==> src/verilog/tc_cfg_consts.vh <==
// Constants for the traffic controller configuration register group.
// Assumes inclusion by bare name from design files under verilog/.
`ifndef TC_CFG_CONSTS_VH
`define TC_CFG_CONSTS_VH

// Register byte offsets
`define OFS_TIMEOUT_LBUS_DMA 8'h00
`define OFS_TIMEOUT_DSP_LCD 8'h04
`define OFS_TIMEOUT_SPARE 8'h08
`define OFS_ENDIAN_CONTROL 8'h0C
`define OFS_SDRAM_POWER 8'h10
`define ADDR_LSB 2
`define ADDR_MSB 7

// Field positions
`define TO_HI_MSB 23
`define TO_HI_LSB 16
`define TO_LO_MSB 7
`define TO_LO_LSB 0
`define ENDIAN_EN_BIT 0
`define ENDIAN_SWAP_BIT 1
`define PWR_IDLE_BIT 0
`define PWR_WARM_BIT 1

// Reset values
`define TIMEOUT_RESET 8'h00
`define ENDIAN_EN_RESET 1'b0
`define ENDIAN_SWAP_RESET 1'b0
`define PWR_WARM_RESET 1'b1
`define PWR_IDLE_RESET 1'b1
`define READ_ZERO 32'h00000000

// Bus codes
`define HTRANS_NONSEQ_BIT 1
`define HRESP_OKAY 1'b0

// Requester indices
`define NUM_REQ 4
`define REQ_DSP 0
`define REQ_DMA 1
`define REQ_LCD 2
`define REQ_LOCAL_BUS 3

`endif

==> src/verilog/starvation_timer.v <==
// One requester's wait counter for dynamic priority promotion.
// Assumes request and grant come from logic on the same clock.
`timescale 1ns/1ns
`include "tc_cfg_consts.vh"

module starvation_timer (
  // Clock and reset
  input wire hclk,
  input wire hresetn,
  // Arbiter side
  input wire enable,
  input wire request,
  input wire grant,
  input wire [7:0] limit,
  // Promotion
  output reg promote_reg
);

  reg [7:0] count_reg;
  reg [7:0] count_next;
  reg promote_next;

  always @* begin
    count_next = count_reg;
    promote_next = 1'b0;
    if (!request || grant || !enable) begin
      count_next = `TIMEOUT_RESET;
    end else begin
      if (count_reg >= limit) begin
        promote_next = 1'b1;
      end else begin
        count_next = count_reg + 8'h01;
      end
    end
    if (enable && request && !grant && limit == `TIMEOUT_RESET) begin
      promote_next = 1'b1;
    end
  end

  always @(posedge hclk or negedge hresetn) begin
    if (!hresetn) begin
      count_reg <= `TIMEOUT_RESET;
      promote_reg <= 1'b0;
    end else begin
      count_reg <= count_next;
      promote_reg <= promote_next;
    end
  end

endmodule

==> src/verilog/self_refresh_ctrl.v <==
// Self-refresh sequencing for warm reset and idle requests.
// Assumes the SDRAM side answers entry with a same-clock done level.
`timescale 1ns/1ns
`include "tc_cfg_consts.vh"

module self_refresh_ctrl (
  // Clock and reset
  input wire hclk,
  input wire hresetn,
  // Configuration
  input wire on_warm_reset,
  input wire on_idle,
  // Events
  input wire warm_reset_req,
  input wire idle_req,
  input wire sr_done,
  // Results
  output reg sr_enter_reg,
  output reg idle_ack_reg
);

  localparam [3:0] ST_RUN = 4'h1;
  localparam [3:0] ST_ENTER = 4'h2;
  localparam [3:0] ST_ACK = 4'h4;
  localparam [3:0] ST_HOLD = 4'h8;

  reg [3:0] state_reg;
  reg [3:0] state_next;
  reg sr_enter_next;
  reg idle_ack_next;

  always @* begin
    state_next = state_reg;
    sr_enter_next = 1'b0;
    idle_ack_next = 1'b0;
    case (state_reg)
      ST_RUN: begin
        if (warm_reset_req && on_warm_reset) begin
          state_next = ST_HOLD;
          sr_enter_next = 1'b1;
        end else if (idle_req && on_idle) begin
          state_next = ST_ENTER;
          sr_enter_next = 1'b1;
        end else if (idle_req) begin
          state_next = ST_ACK;
          idle_ack_next = 1'b1;
        end
      end
      ST_ENTER: begin
        sr_enter_next = 1'b1;
        if (sr_done) begin
          state_next = ST_ACK;
          idle_ack_next = 1'b1;
        end
      end
      ST_ACK: begin
        idle_ack_next = idle_req;
        sr_enter_next = sr_enter_reg && idle_req;
        if (!idle_req) begin
          state_next = ST_RUN;
        end
      end
      ST_HOLD: begin
        sr_enter_next = warm_reset_req;
        if (!warm_reset_req) begin
          state_next = ST_RUN;
        end
      end
      default: begin
        state_next = ST_RUN;
      end
    endcase
  end

  always @(posedge hclk or negedge hresetn) begin
    if (!hresetn) begin
      state_reg <= ST_RUN;
      sr_enter_reg <= 1'b0;
      idle_ack_reg <= 1'b0;
    end else begin
      state_reg <= state_next;
      sr_enter_reg <= sr_enter_next;
      idle_ack_reg <= idle_ack_next;
    end
  end

endmodule

==> src/verilog/tc_priority_endian_sdram_cfg.v <==
// Traffic controller priority, endian and SDRAM power configuration.
// Assumes an AHB-Lite master on hclk; request lines are same-clock logic.
// Operation
// - Waiting requester promoted to high priority after programmed cycles.
// - First time-out: local bus in 23:16, DMA in 7:0, reset zero.
// - Second time-out: DSP in 23:16, LCD in 7:0, reset zero.
// - Third time-out entirely reserved, reads zero, writes ignored.
// - Endian bit 0 enables conversion; bit 1 picks byte or word swap.
// - Warm-reset bit set enters self-refresh on warm reset.
// - Idle bit set enters self-refresh before idle acknowledge.
`timescale 1ns/1ns
`include "tc_cfg_consts.vh"

module tc_priority_endian_sdram_cfg (
  // Clock and reset
  input wire hclk,
  input wire hresetn,
  // AHB-Lite slave
  input wire hsel,
  input wire [31:0] haddr,
  input wire [1:0] htrans,
  input wire hwrite,
  input wire [2:0] hsize,
  input wire [31:0] hwdata,
  input wire hready,
  output reg [31:0] hrdata,
  output reg hreadyout,
  output reg hresp,
  // Arbiter requests and grants, DSP DMA LCD local bus
  input wire dynamic_priority,
  input wire [3:0] req,
  input wire [3:0] gnt,
  output reg [3:0] high_priority,
  // Endian block
  output reg endian_enable,
  output reg endian_word_swap,
  // SDRAM power control
  input wire warm_reset_req,
  input wire idle_req,
  input wire sr_done,
  output reg sr_enter,
  output reg idle_ack
);

  reg [7:0] to_local_bus_reg;
  reg [7:0] to_dma_reg;
  reg [7:0] to_dsp_reg;
  reg [7:0] to_lcd_reg;
  reg endian_en_reg;
  reg endian_swap_reg;
  reg pwr_warm_reg;
  reg pwr_idle_reg;
  reg wr_pend_reg;
  reg [7:0] wr_addr_reg;
  reg [31:0] rdata_next;
  wire [3:0] promote;
  wire sr_enter_w;
  wire idle_ack_w;
  wire addr_phase;
  wire [31:0] limits;
  wire [31:0] wr_data;

  // Word offset compare, used for read and write decode
  function hit;
    input [7:0] addr;
    input [7:0] ofs;
    begin
      hit = (addr[`ADDR_MSB:`ADDR_LSB] == ofs[`ADDR_MSB:`ADDR_LSB]);
    end
  endfunction

  assign addr_phase = hsel && hready && htrans[`HTRANS_NONSEQ_BIT];
  assign wr_data = hwdata;

  // Write phase capture
  always @(posedge hclk or negedge hresetn) begin
    if (!hresetn) begin
      wr_pend_reg <= 1'b0;
      wr_addr_reg <= 8'h00;
    end else if (hready) begin
      wr_pend_reg <= addr_phase && hwrite;
      wr_addr_reg <= haddr[7:0];
    end
  end

  // Register writes
  always @(posedge hclk or negedge hresetn) begin
    if (!hresetn) begin
      to_local_bus_reg <= `TIMEOUT_RESET;
      to_dma_reg <= `TIMEOUT_RESET;
      to_dsp_reg <= `TIMEOUT_RESET;
      to_lcd_reg <= `TIMEOUT_RESET;
      endian_en_reg <= `ENDIAN_EN_RESET;
      endian_swap_reg <= `ENDIAN_SWAP_RESET;
      pwr_warm_reg <= `PWR_WARM_RESET;
      pwr_idle_reg <= `PWR_IDLE_RESET;
    end else if (wr_pend_reg) begin
      if (hit(wr_addr_reg, `OFS_TIMEOUT_LBUS_DMA)) begin
        to_local_bus_reg <= wr_data[`TO_HI_MSB:`TO_HI_LSB];
        to_dma_reg <= wr_data[`TO_LO_MSB:`TO_LO_LSB];
      end
      if (hit(wr_addr_reg, `OFS_TIMEOUT_DSP_LCD)) begin
        to_dsp_reg <= wr_data[`TO_HI_MSB:`TO_HI_LSB];
        to_lcd_reg <= wr_data[`TO_LO_MSB:`TO_LO_LSB];
      end
      if (hit(wr_addr_reg, `OFS_ENDIAN_CONTROL)) begin
        endian_en_reg <= wr_data[`ENDIAN_EN_BIT];
        endian_swap_reg <= wr_data[`ENDIAN_SWAP_BIT];
      end
      if (hit(wr_addr_reg, `OFS_SDRAM_POWER)) begin
        pwr_warm_reg <= wr_data[`PWR_WARM_BIT];
        pwr_idle_reg <= wr_data[`PWR_IDLE_BIT];
      end
    end
  end

  // Read mux
  always @* begin
    rdata_next = `READ_ZERO;
    if (hit(haddr[7:0], `OFS_TIMEOUT_LBUS_DMA)) begin
      rdata_next[`TO_HI_MSB:`TO_HI_LSB] = to_local_bus_reg;
      rdata_next[`TO_LO_MSB:`TO_LO_LSB] = to_dma_reg;
    end else if (hit(haddr[7:0], `OFS_TIMEOUT_DSP_LCD)) begin
      rdata_next[`TO_HI_MSB:`TO_HI_LSB] = to_dsp_reg;
      rdata_next[`TO_LO_MSB:`TO_LO_LSB] = to_lcd_reg;
    end else if (hit(haddr[7:0], `OFS_TIMEOUT_SPARE)) begin
      rdata_next = `READ_ZERO;
    end else if (hit(haddr[7:0], `OFS_ENDIAN_CONTROL)) begin
      rdata_next[`ENDIAN_EN_BIT] = endian_en_reg;
      rdata_next[`ENDIAN_SWAP_BIT] = endian_swap_reg;
    end else if (hit(haddr[7:0], `OFS_SDRAM_POWER)) begin
      rdata_next[`PWR_WARM_BIT] = pwr_warm_reg;
      rdata_next[`PWR_IDLE_BIT] = pwr_idle_reg;
    end
  end

  // Bus answer, zero wait states
  always @(posedge hclk or negedge hresetn) begin
    if (!hresetn) begin
      hrdata <= `READ_ZERO;
      hreadyout <= 1'b1;
      hresp <= `HRESP_OKAY;
    end else begin
      hreadyout <= 1'b1;
      hresp <= `HRESP_OKAY;
      if (addr_phase && !hwrite) begin
        hrdata <= rdata_next;
      end
    end
  end

  assign limits = {to_local_bus_reg, to_lcd_reg, to_dma_reg, to_dsp_reg};

  genvar i;
  generate
    for (i = 0; i < `NUM_REQ; i = i + 1) begin : g_timer
      starvation_timer u_timer (
        .hclk(hclk),
        .hresetn(hresetn),
        .enable(dynamic_priority),
        .request(req[i]),
        .grant(gnt[i]),
        .limit(limits[8*i+7:8*i]),
        .promote_reg(promote[i])
      );
    end
  endgenerate

  self_refresh_ctrl u_sr (
    .hclk(hclk),
    .hresetn(hresetn),
    .on_warm_reset(pwr_warm_reg),
    .on_idle(pwr_idle_reg),
    .warm_reset_req(warm_reset_req),
    .idle_req(idle_req),
    .sr_done(sr_done),
    .sr_enter_reg(sr_enter_w),
    .idle_ack_reg(idle_ack_w)
  );

  // Output registers
  always @(posedge hclk or negedge hresetn) begin
    if (!hresetn) begin
      high_priority <= 4'h0;
      endian_enable <= `ENDIAN_EN_RESET;
      endian_word_swap <= `ENDIAN_SWAP_RESET;
      sr_enter <= 1'b0;
      idle_ack <= 1'b0;
    end else begin
      high_priority <= promote;
      endian_enable <= endian_en_reg;
      endian_word_swap <= endian_swap_reg;
      sr_enter <= sr_enter_w;
      idle_ack <= idle_ack_w;
    end
  end

endmodule

==> config.mk <==
export PLATFORM = sky130hd
export DESIGN_NAME = tc_priority_endian_sdram_cfg
export DESIGN_NICKNAME = d
export VERILOG_FILES = /design/src/verilog/starvation_timer.v /design/src/verilog/self_refresh_ctrl.v /design/src/verilog/tc_priority_endian_sdram_cfg.v
export VERILOG_INCLUDE_DIRS = /design/src /design/src/verilog
export SDC_FILE = /design/constraint.sdc
export NUM_CORES = 1
export LEC_CHECK = 0
export BUFFER_PORTS_ARGS = -buffer_cell sky130_fd_sc_hd__clkbuf_2
export CORE_MARGIN = 2
export CORE_UTILIZATION = 50
export CTS_BUF_LIST = sky130_fd_sc_hd__clkbuf_4 sky130_fd_sc_hd__clkbuf_8
export CTS_CLUSTER_SIZE = 10
export DETAILED_ROUTE_END_ITERATION = 10
export HOLD_SLACK_MARGIN = 0.05
export PLACE_DENSITY = 0.74
export SYNTH_ARGS = -nofsm -noshare
export SYNTH_HDL_FRONTEND = slang
export SYNTH_HIERARCHICAL = 1
export SYNTH_SLANG_ARGS = --single-unit
export TNS_END_PERCENT = 20
==> constraint.sdc <==
create_clock -name hclk -period 2.45 [get_ports hclk]
set_input_delay 0.49 -clock hclk [delete_from_list [all_inputs] [get_ports hclk]]
set_output_delay 0.49 -clock hclk [all_outputs]
set_load 0.005 [all_outputs]
==> flow_metrics.tcl, run 1 <==
set metrics [dict create \
    status "finished, final reports clean" \
    synth_area_leaders "dfrtp_1, mux2_2, ha_1" \
    critical_path.startpoint_type "register" \
    final.min_clock_period_ps 2160 \
    layout_common_cells "dfrtp_1, clkbuf_2, mux2_2" \
    setup_ws_ps 289 \
    hold_class "in -> async" \
    globalRouteOverflowTotal 0 \
    setup_viol 0 \
    htree_levels 3 \
    cts_root_buffer "clkbuf_8" \
    power_frac_comb 0.211 \
    fmax_mhz 463 \
    slew_violations 0 \
    start_util 0.506 \
    place_inst 743 \
    worst_pin_slew_ps 769 \
    cts_tree "yes" \
    dpl_cell_area_sq_um 6360 \
    pwr-share-seq 0.539 \
    cts_inserted_buffers 9 \
    drt_iter0_drc 233 \
    grt_pass1_vias 4192 \
    fin_crit_sh 0.882 \
    p_int_uw 2720 \
    cap_violations 0 \
    antenna_found_initial 0 \
    nets 729 \
    wl_per_cell_um 15.8 \
    critPathArrivalTime_ps 2460 \
    vias 4269 \
    syn_to_final_growth_pct 8.77 \
    power_leakage_uw 0.00301 \
    pin_count 128 \
    grt_usage 0.199 \
    ys_ff_latch 109 \
    synth.avg_cell_area_sq_um 10.9 \
    critPathKind "reg -> reg" \
    pwr-share-clk 0.250 \
    grt_pass1_wl_mm 20.5 \
    cts-resized-gates 0 \
    ant_nets 0 \
    r2r_cells 7 \
    n_antenna_cell 0 \
    ir_drop_mv 0.261 \
    grt_max_degree 50 \
    cts_buffer_depth 2 \
    core_sq_um 11900 \
    setup_tns_ps 0 \
    row_count 40 \
    pre_cts_ws_ps 320 \
    clock_latency_ps 370 \
    hold_viol_final 0 \
    netlist.area_leader.share 0.442 \
    cts_hold_buffers 0 \
    clkTransAtPathRegs_ps 100 \
    instances_no_fill 759 \
    yosysTopAreaCell "dfrtp_1" \
    cts_sinks 109 \
    crit_path_end_kind "register" \
    grt_setup_unrepaired "false" \
    timing.rr.start "g_timer[0].u_timer/count_reg[0]$_DFFE_PN0P_" \
    cts_setup_buffers 0 \
    relSlewSlack 0.486 \
    vias_per_cell 5.62 \
    r2r_slack_ps 290 \
    p_sw_frac 0.306 \
    yosys_warnings 6 \
    worstPathRequired_ps 2750 \
    r2r-end "g_timer[0].u_timer/count_reg[6]$_DFFE_PN0P_" \
    crit_fanout 16 \
    fin_area_sq_um 6530 \
    die-area_sq_um 12900 \
    largest_register_ffs 32 \
    firstDrtPassIters 4 \
    yosysSeqAreaShare 0.455 \
    gp_congestion 0.823 \
    drt_wl_total_mm 12.0 \
    finalClockSkew_ps 11.8 \
    switching_power_uw 1200 \
    syn_inst 551 \
    drc 0 \
    drive_above_1_share 0.247 \
    die_w_um 114 \
    layout_commonest_cell "dfrtp_1" \
    place_hpwl_mm 8.96 \
    io_buffers 63 \
    yosysUniqueCellTypes 50 \
    syn_area_sq_um 6010 \
    pwr_density_cell_nw_per_um2 600 \
    fp.dieH_um 114 \
]
## final cells by class
cell class / count / area (sq um)
fillers: 1026 / 5330
multi-input cells: 380 / 2920
flip-flops and latches: 109 / 2730
repair buffers: 69 / 388
well taps: 147 / 184
inverters: 38 / 143
clock buffers: 11 / 139
clock inverters: 5 / 28.8
## how the worst max path moves through the flow
stage                                           startpoint                                           to  slack (ps)  depth (start not counted)
3_5_place_dp   g_timer[0].u_timer/count_reg[0]$_DFFE_PN0P_  g_timer[0].u_timer/count_reg[6]$_DFFE_PN0P_         320                          7
5_1_grt        g_timer[0].u_timer/count_reg[2]$_DFFE_PN0P_  g_timer[0].u_timer/count_reg[7]$_DFFE_PN0P_          20                          6
3_3_place_gp   g_timer[1].u_timer/count_reg[0]$_DFFE_PN0P_  g_timer[1].u_timer/count_reg[6]$_DFFE_PN0P_         380                          7
6_report       g_timer[0].u_timer/count_reg[0]$_DFFE_PN0P_  g_timer[0].u_timer/count_reg[6]$_DFFE_PN0P_         290                          7
4_1_cts        g_timer[2].u_timer/count_reg[2]$_DFFE_PN0P_  g_timer[2].u_timer/count_reg[5]$_DFFE_PN0P_         310                          6
2_1_floorplan                   wr_addr_reg[5]$_DFFE_PN0P_                    to_dsp_reg[0]$_DFFE_PN0P_         460                          4
## metal layers
| metal | part of all wire | track usage | routed length, um | up-vias |
|---|---|---|---|---|
| met3 | 0.034 | 0.0276 | 403 | 27 |
| met5 | 0 | 0 | 0 | - |
| met1 | 0.48 | 0.280 | 5730 | 2082 |
| met2 | 0.46 | 0.308 | 5510 | 89 |
| met4 | 0.032 | 0.0935 | 383 | 0 |
| li1 | - | - | - | 2071 |
## power groups by stage
| stage | clock [uW] | combinational [uW] | sequential, uW |
|---|---|---|---|
| 3_5_place_dp | 0 | 829 | 2150 |
| 4_1_cts | 1000 | 834 | 2110 |
| 2_1_floorplan | 0 | 732 | 2080 |
| 3_3_place_gp | 0 | 793 | 2130 |
| 6_report | 980 | 828 | 2110 |
| 5_1_grt | 1090 | 927 | 2130 |
## cell families (layout without fill, tap and decap cells)
kind of cell    count (synthesis)  count (layout)  share of synthesized area
compound gates                110             110                      0.141
xor+xnor                        4               4                    0.00583
fa+ha+maj                      36              36                     0.0750
buf+inv                        78             123                     0.0692
flops                         109             109                      0.455
mux                            58              58                      0.106
other cells                     2              18                    0.00125
simple gates                  154             154                      0.147
## critical path, cell delays in order, from the launching register on
cell and delay [ps]:
dfrtp_1 420, inv_1 120, ha_1 240, nand2b_4 150, a2111oi_4 410, o41ai_4 200, or3_1 410, a21oi_1 150
## metrics by stage
stage | total power, uW | utilization | hold WS, ps
3_3_place_gp | 2930 | 0.537 | 332
5_1_grt | 4150 | 0.551 | 190
4_1_cts | 3950 | 0.551 | 153
3_5_place_dp | 2970 | 0.537 | 336
6_report | 3920 | 0.551 | 142
2_1_floorplan | 2810 | - | 194
## cells in the mapped netlist, drive strengths merged
cell type and instances:
dfrtp 106, mux2 43, nand2 39, inv 38, ha 36, a21oi 33
buf 31, nand3 27, o21ai 25, or3 23, nor2 21, o31ai 19
mux2i 15, and3 9, clkbuf 9, nor4 9, o21a 9, nand2b 6
o41ai 6, a2111oi 4, nor4b 4, o211ai 4, or2 4, xnor2 4
dfstp 3, a211oi 2, and4b 2, conb 2, nand4b 2, nor3b 2
o22ai 2, o32ai 2, or4b 2, a21bo 1, a21o 1, a22o 1
nand3b 1, nand4 1, nor3 1, o311ai 1, or4 1
No activity file was read; power rests on OpenSTA's default activity.
==> inputs of run 2 (changes only) <==
--- a/config.mk
+++ b/config.mk
@@ -6,14 +6,13 @@
 export SDC_FILE = /design/constraint.sdc
 export NUM_CORES = 1
 export LEC_CHECK = 0
-export BUFFER_PORTS_ARGS = -buffer_cell sky130_fd_sc_hd__clkbuf_2
 export CORE_MARGIN = 2
 export CORE_UTILIZATION = 50
 export CTS_BUF_LIST = sky130_fd_sc_hd__clkbuf_4 sky130_fd_sc_hd__clkbuf_8
 export CTS_CLUSTER_SIZE = 10
 export DETAILED_ROUTE_END_ITERATION = 10
+export DONT_BUFFER_PORTS = 1
 export HOLD_SLACK_MARGIN = 0.05
-export PLACE_DENSITY = 0.74
 export SYNTH_ARGS = -nofsm -noshare
 export SYNTH_HDL_FRONTEND = slang
 export SYNTH_HIERARCHICAL = 1
==> run 2 against run 1 <==
The flow now finishes with violations (negative hold slack). Register-to-register slack lost 30 ps. Non-clock buffer count shrank 63. Clock skew shrank 1.3 ps. Total power grew 2.0%. Critical path depth shrank 1. Core utilization shrank 2.5 points. Routed wire length grew 1.7%. Worst hold slack lost 360 ps. Cell count shrank 8.3%. Cell area shrank 4.5%. Largest cell class unchanged. Largest power group unchanged.
==> flow_metrics.tcl, run 2 (synthesis gave the netlist of run 1 again) <==
set metrics [dict create \
    status "finished with violations" \
    violations "negative hold slack" \
    crit_fanout 16 \
    drt_iter0_drc 201 \
    grt_pass1_vias 3918 \
    critPathArrivalTime_ps 2510 \
    pwr-share-clk 0.294 \
    clock_latency_ps 390 \
    nets 666 \
    relSlewSlack 0.468 \
    worst_path_max_delay_cell "o41ai_4" \
    vias_per_cell 5.69 \
    pwr_density_cell_nw_per_um2 641 \
    layout_commonest_cell "dfrtp_1" \
    regArea_sq_um 2730 \
    r2r_slack_ps 260 \
    htree_levels 3 \
    layout_common_cells "dfrtp_1, mux2_2, nand2_1" \
    syn_to_final_growth_pct 3.83 \
    critPathBufInv 0 \
    fmax_mhz 456 \
    multiInputGateArea_sq_um 2920 \
    p_int_uw 2840 \
    hold_slack_ps -215 \
    grt_usage 0.202 \
    drc 0 \
    n_antenna_cell 0 \
    io_buffers 0 \
    setup_viol 0 \
    worst_pin_slew_ps 796 \
    grt_max_degree 110 \
    final.min_clock_period_ps 2190 \
    r2r-end "g_timer[0].u_timer/count_reg[6]$_DFFE_PN0P_" \
    start_util 0.506 \
    worstPathRequired_ps 2760 \
    p_sw_frac 0.290 \
    fillers 1070 \
    crit_family "compound AO/OA/AOI/OAI gates" \
    largest_register_ffs 32 \
    timing.rr.start "g_timer[0].u_timer/count_reg[2]$_DFFE_PN0P_" \
    pin_count 128 \
    crit_path_end_kind "register" \
    pwr-share-seq 0.529 \
    critical_path.startpoint_type "register" \
    antenna_found_initial 0 \
    power_leakage_uw 0.00275 \
    cts_sinks 109 \
    cpPeakStageDelay_ps 780 \
    die-area_sq_um 12900 \
    slew_violations 0 \
    cts_buffer_depth 2 \
    hold_class "in -> async" \
    cap_violations 0 \
    cts_tree "yes" \
    vias 3961 \
    r2r_cells 6 \
    worstPathCellList "ha_1, o21a_1, nor2_1, o41ai_4, o21ai_0, a21oi_1" \
    place_hpwl_mm 8.99 \
    path_depth 6 \
    pre_cts_ws_ps 269 \
    critPathKind "reg -> reg" \
    ir_drop_mv 0.284 \
    cts_inserted_buffers 9 \
    cts_root_buffer "clkbuf_8" \
    drt_wl_total_mm 12.2 \
    globalRouteOverflowTotal 0 \
    row_count 40 \
    grt_pass1_wl_mm 20.1 \
    wl_per_cell_um 17.6 \
    setup_tns_ps 0 \
    hold_viol_final 107 \
    fin_crit_sh 0.895 \
    grt_setup_unrepaired "false" \
    switching_power_uw 1160 \
    die_w_um 114 \
    ant_nets 0 \
    finalClockSkew_ps 10.5 \
    drive_above_1_share 0.160 \
    fp.dieH_um 114 \
    power_frac_comb 0.177 \
    clkTransAtPathRegs_ps 100 \
    gp_congestion 0.780 \
    setup_ws_ps 257 \
    core_sq_um 11900 \
    firstDrtPassIters 4 \
]
[run 2: cell count changes in the layout (fill, tap and decap cells not counted), sizes merged]
cell      change
clkbuf       -61
clkinv        -4
buf           -1
bufinv        +1
clkinvlp      +1
inv           +1
[run 2: worst max-delay path by stage]
| stage | start | end | slack [ps] |
|---|---|---|---|
| after detailed placement | g_timer[0].u_timer/count_reg[2]$_DFFE_PN0P_ | g_timer[0].u_timer/count_reg[6]$_DFFE_PN0P_ | 270 |
| after global placement | g_timer[1].u_timer/count_reg[0]$_DFFE_PN0P_ | g_timer[1].u_timer/count_reg[6]$_DFFE_PN0P_ | 360 |
| after CTS | g_timer[1].u_timer/count_reg[0]$_DFFE_PN0P_ | g_timer[1].u_timer/count_reg[4]$_DFFE_PN0P_ | 260 |
| final | g_timer[0].u_timer/count_reg[2]$_DFFE_PN0P_ | g_timer[0].u_timer/count_reg[6]$_DFFE_PN0P_ | 260 |
| after global routing | g_timer[2].u_timer/count_reg[2]$_DFFE_PN0P_ | g_timer[2].u_timer/count_reg[5]$_DFFE_PN0P_ | 40 |
| after floorplan | wr_addr_reg[5]$_DFFE_PN0P_ | to_dsp_reg[0]$_DFFE_PN0P_ | 460 |
[run 2: repair_timing]
action	in CTS	in global routing
resized for setup	0	0
endpoints found under the hold margin	109	109
setup buffers	0	0
[run 2: area by class of cell]
cell class	count	area share
clock buffers	12	0.0255
clock inverters	4	0.00883
inverters	38	0.0229
multi-input cells	380	0.468
flip-flops and latches	109	0.438
well taps	147	0.0295
repair buffers	6	0.00722
[run 2: through the flow]
step | std cells | util | cell area (sq um) | power [uW]
final | 696 | 0.526 | 6240 | 4000
after global routing | 696 | 0.526 | 6240 | 4230
after CTS | 696 | 0.526 | 6240 | 4050
after detailed placement | 680 | 0.508 | 6020 | 2860
after global placement | 680 | 0.508 | 6020 | 2830
after floorplan | 567 | - | 6070 | 2810
[run 2: worst reg2reg max path, delay by kind of cell (launching register included)]
kind,cells,cell delay (ps)
DFF,1,500
and+or+nand+nor,1,60
adders and majority gates,1,270
AOI/OAI and AO/OA,4,1290
[run 2: per-layer routing]
layer,GRT usage,wire length [um],up-vias
met1,0.274,5730,1933
met4,0.0813,213,0
met2,0.308,5530,78
met3,0.0553,757,14
li1,-,-,1936
met5,0,0,-
[run 2: power by group through the flow]
stage | logic, uW | registers [uW] | clock network (uW)
4_1_cts | 713 | 2110 | 1220
6_report | 705 | 2110 | 1180
3_5_place_dp | 711 | 2150 | 0
3_3_place_gp | 686 | 2150 | 0
5_1_grt | 793 | 2140 | 1290
2_1_floorplan | 732 | 2080 | 0
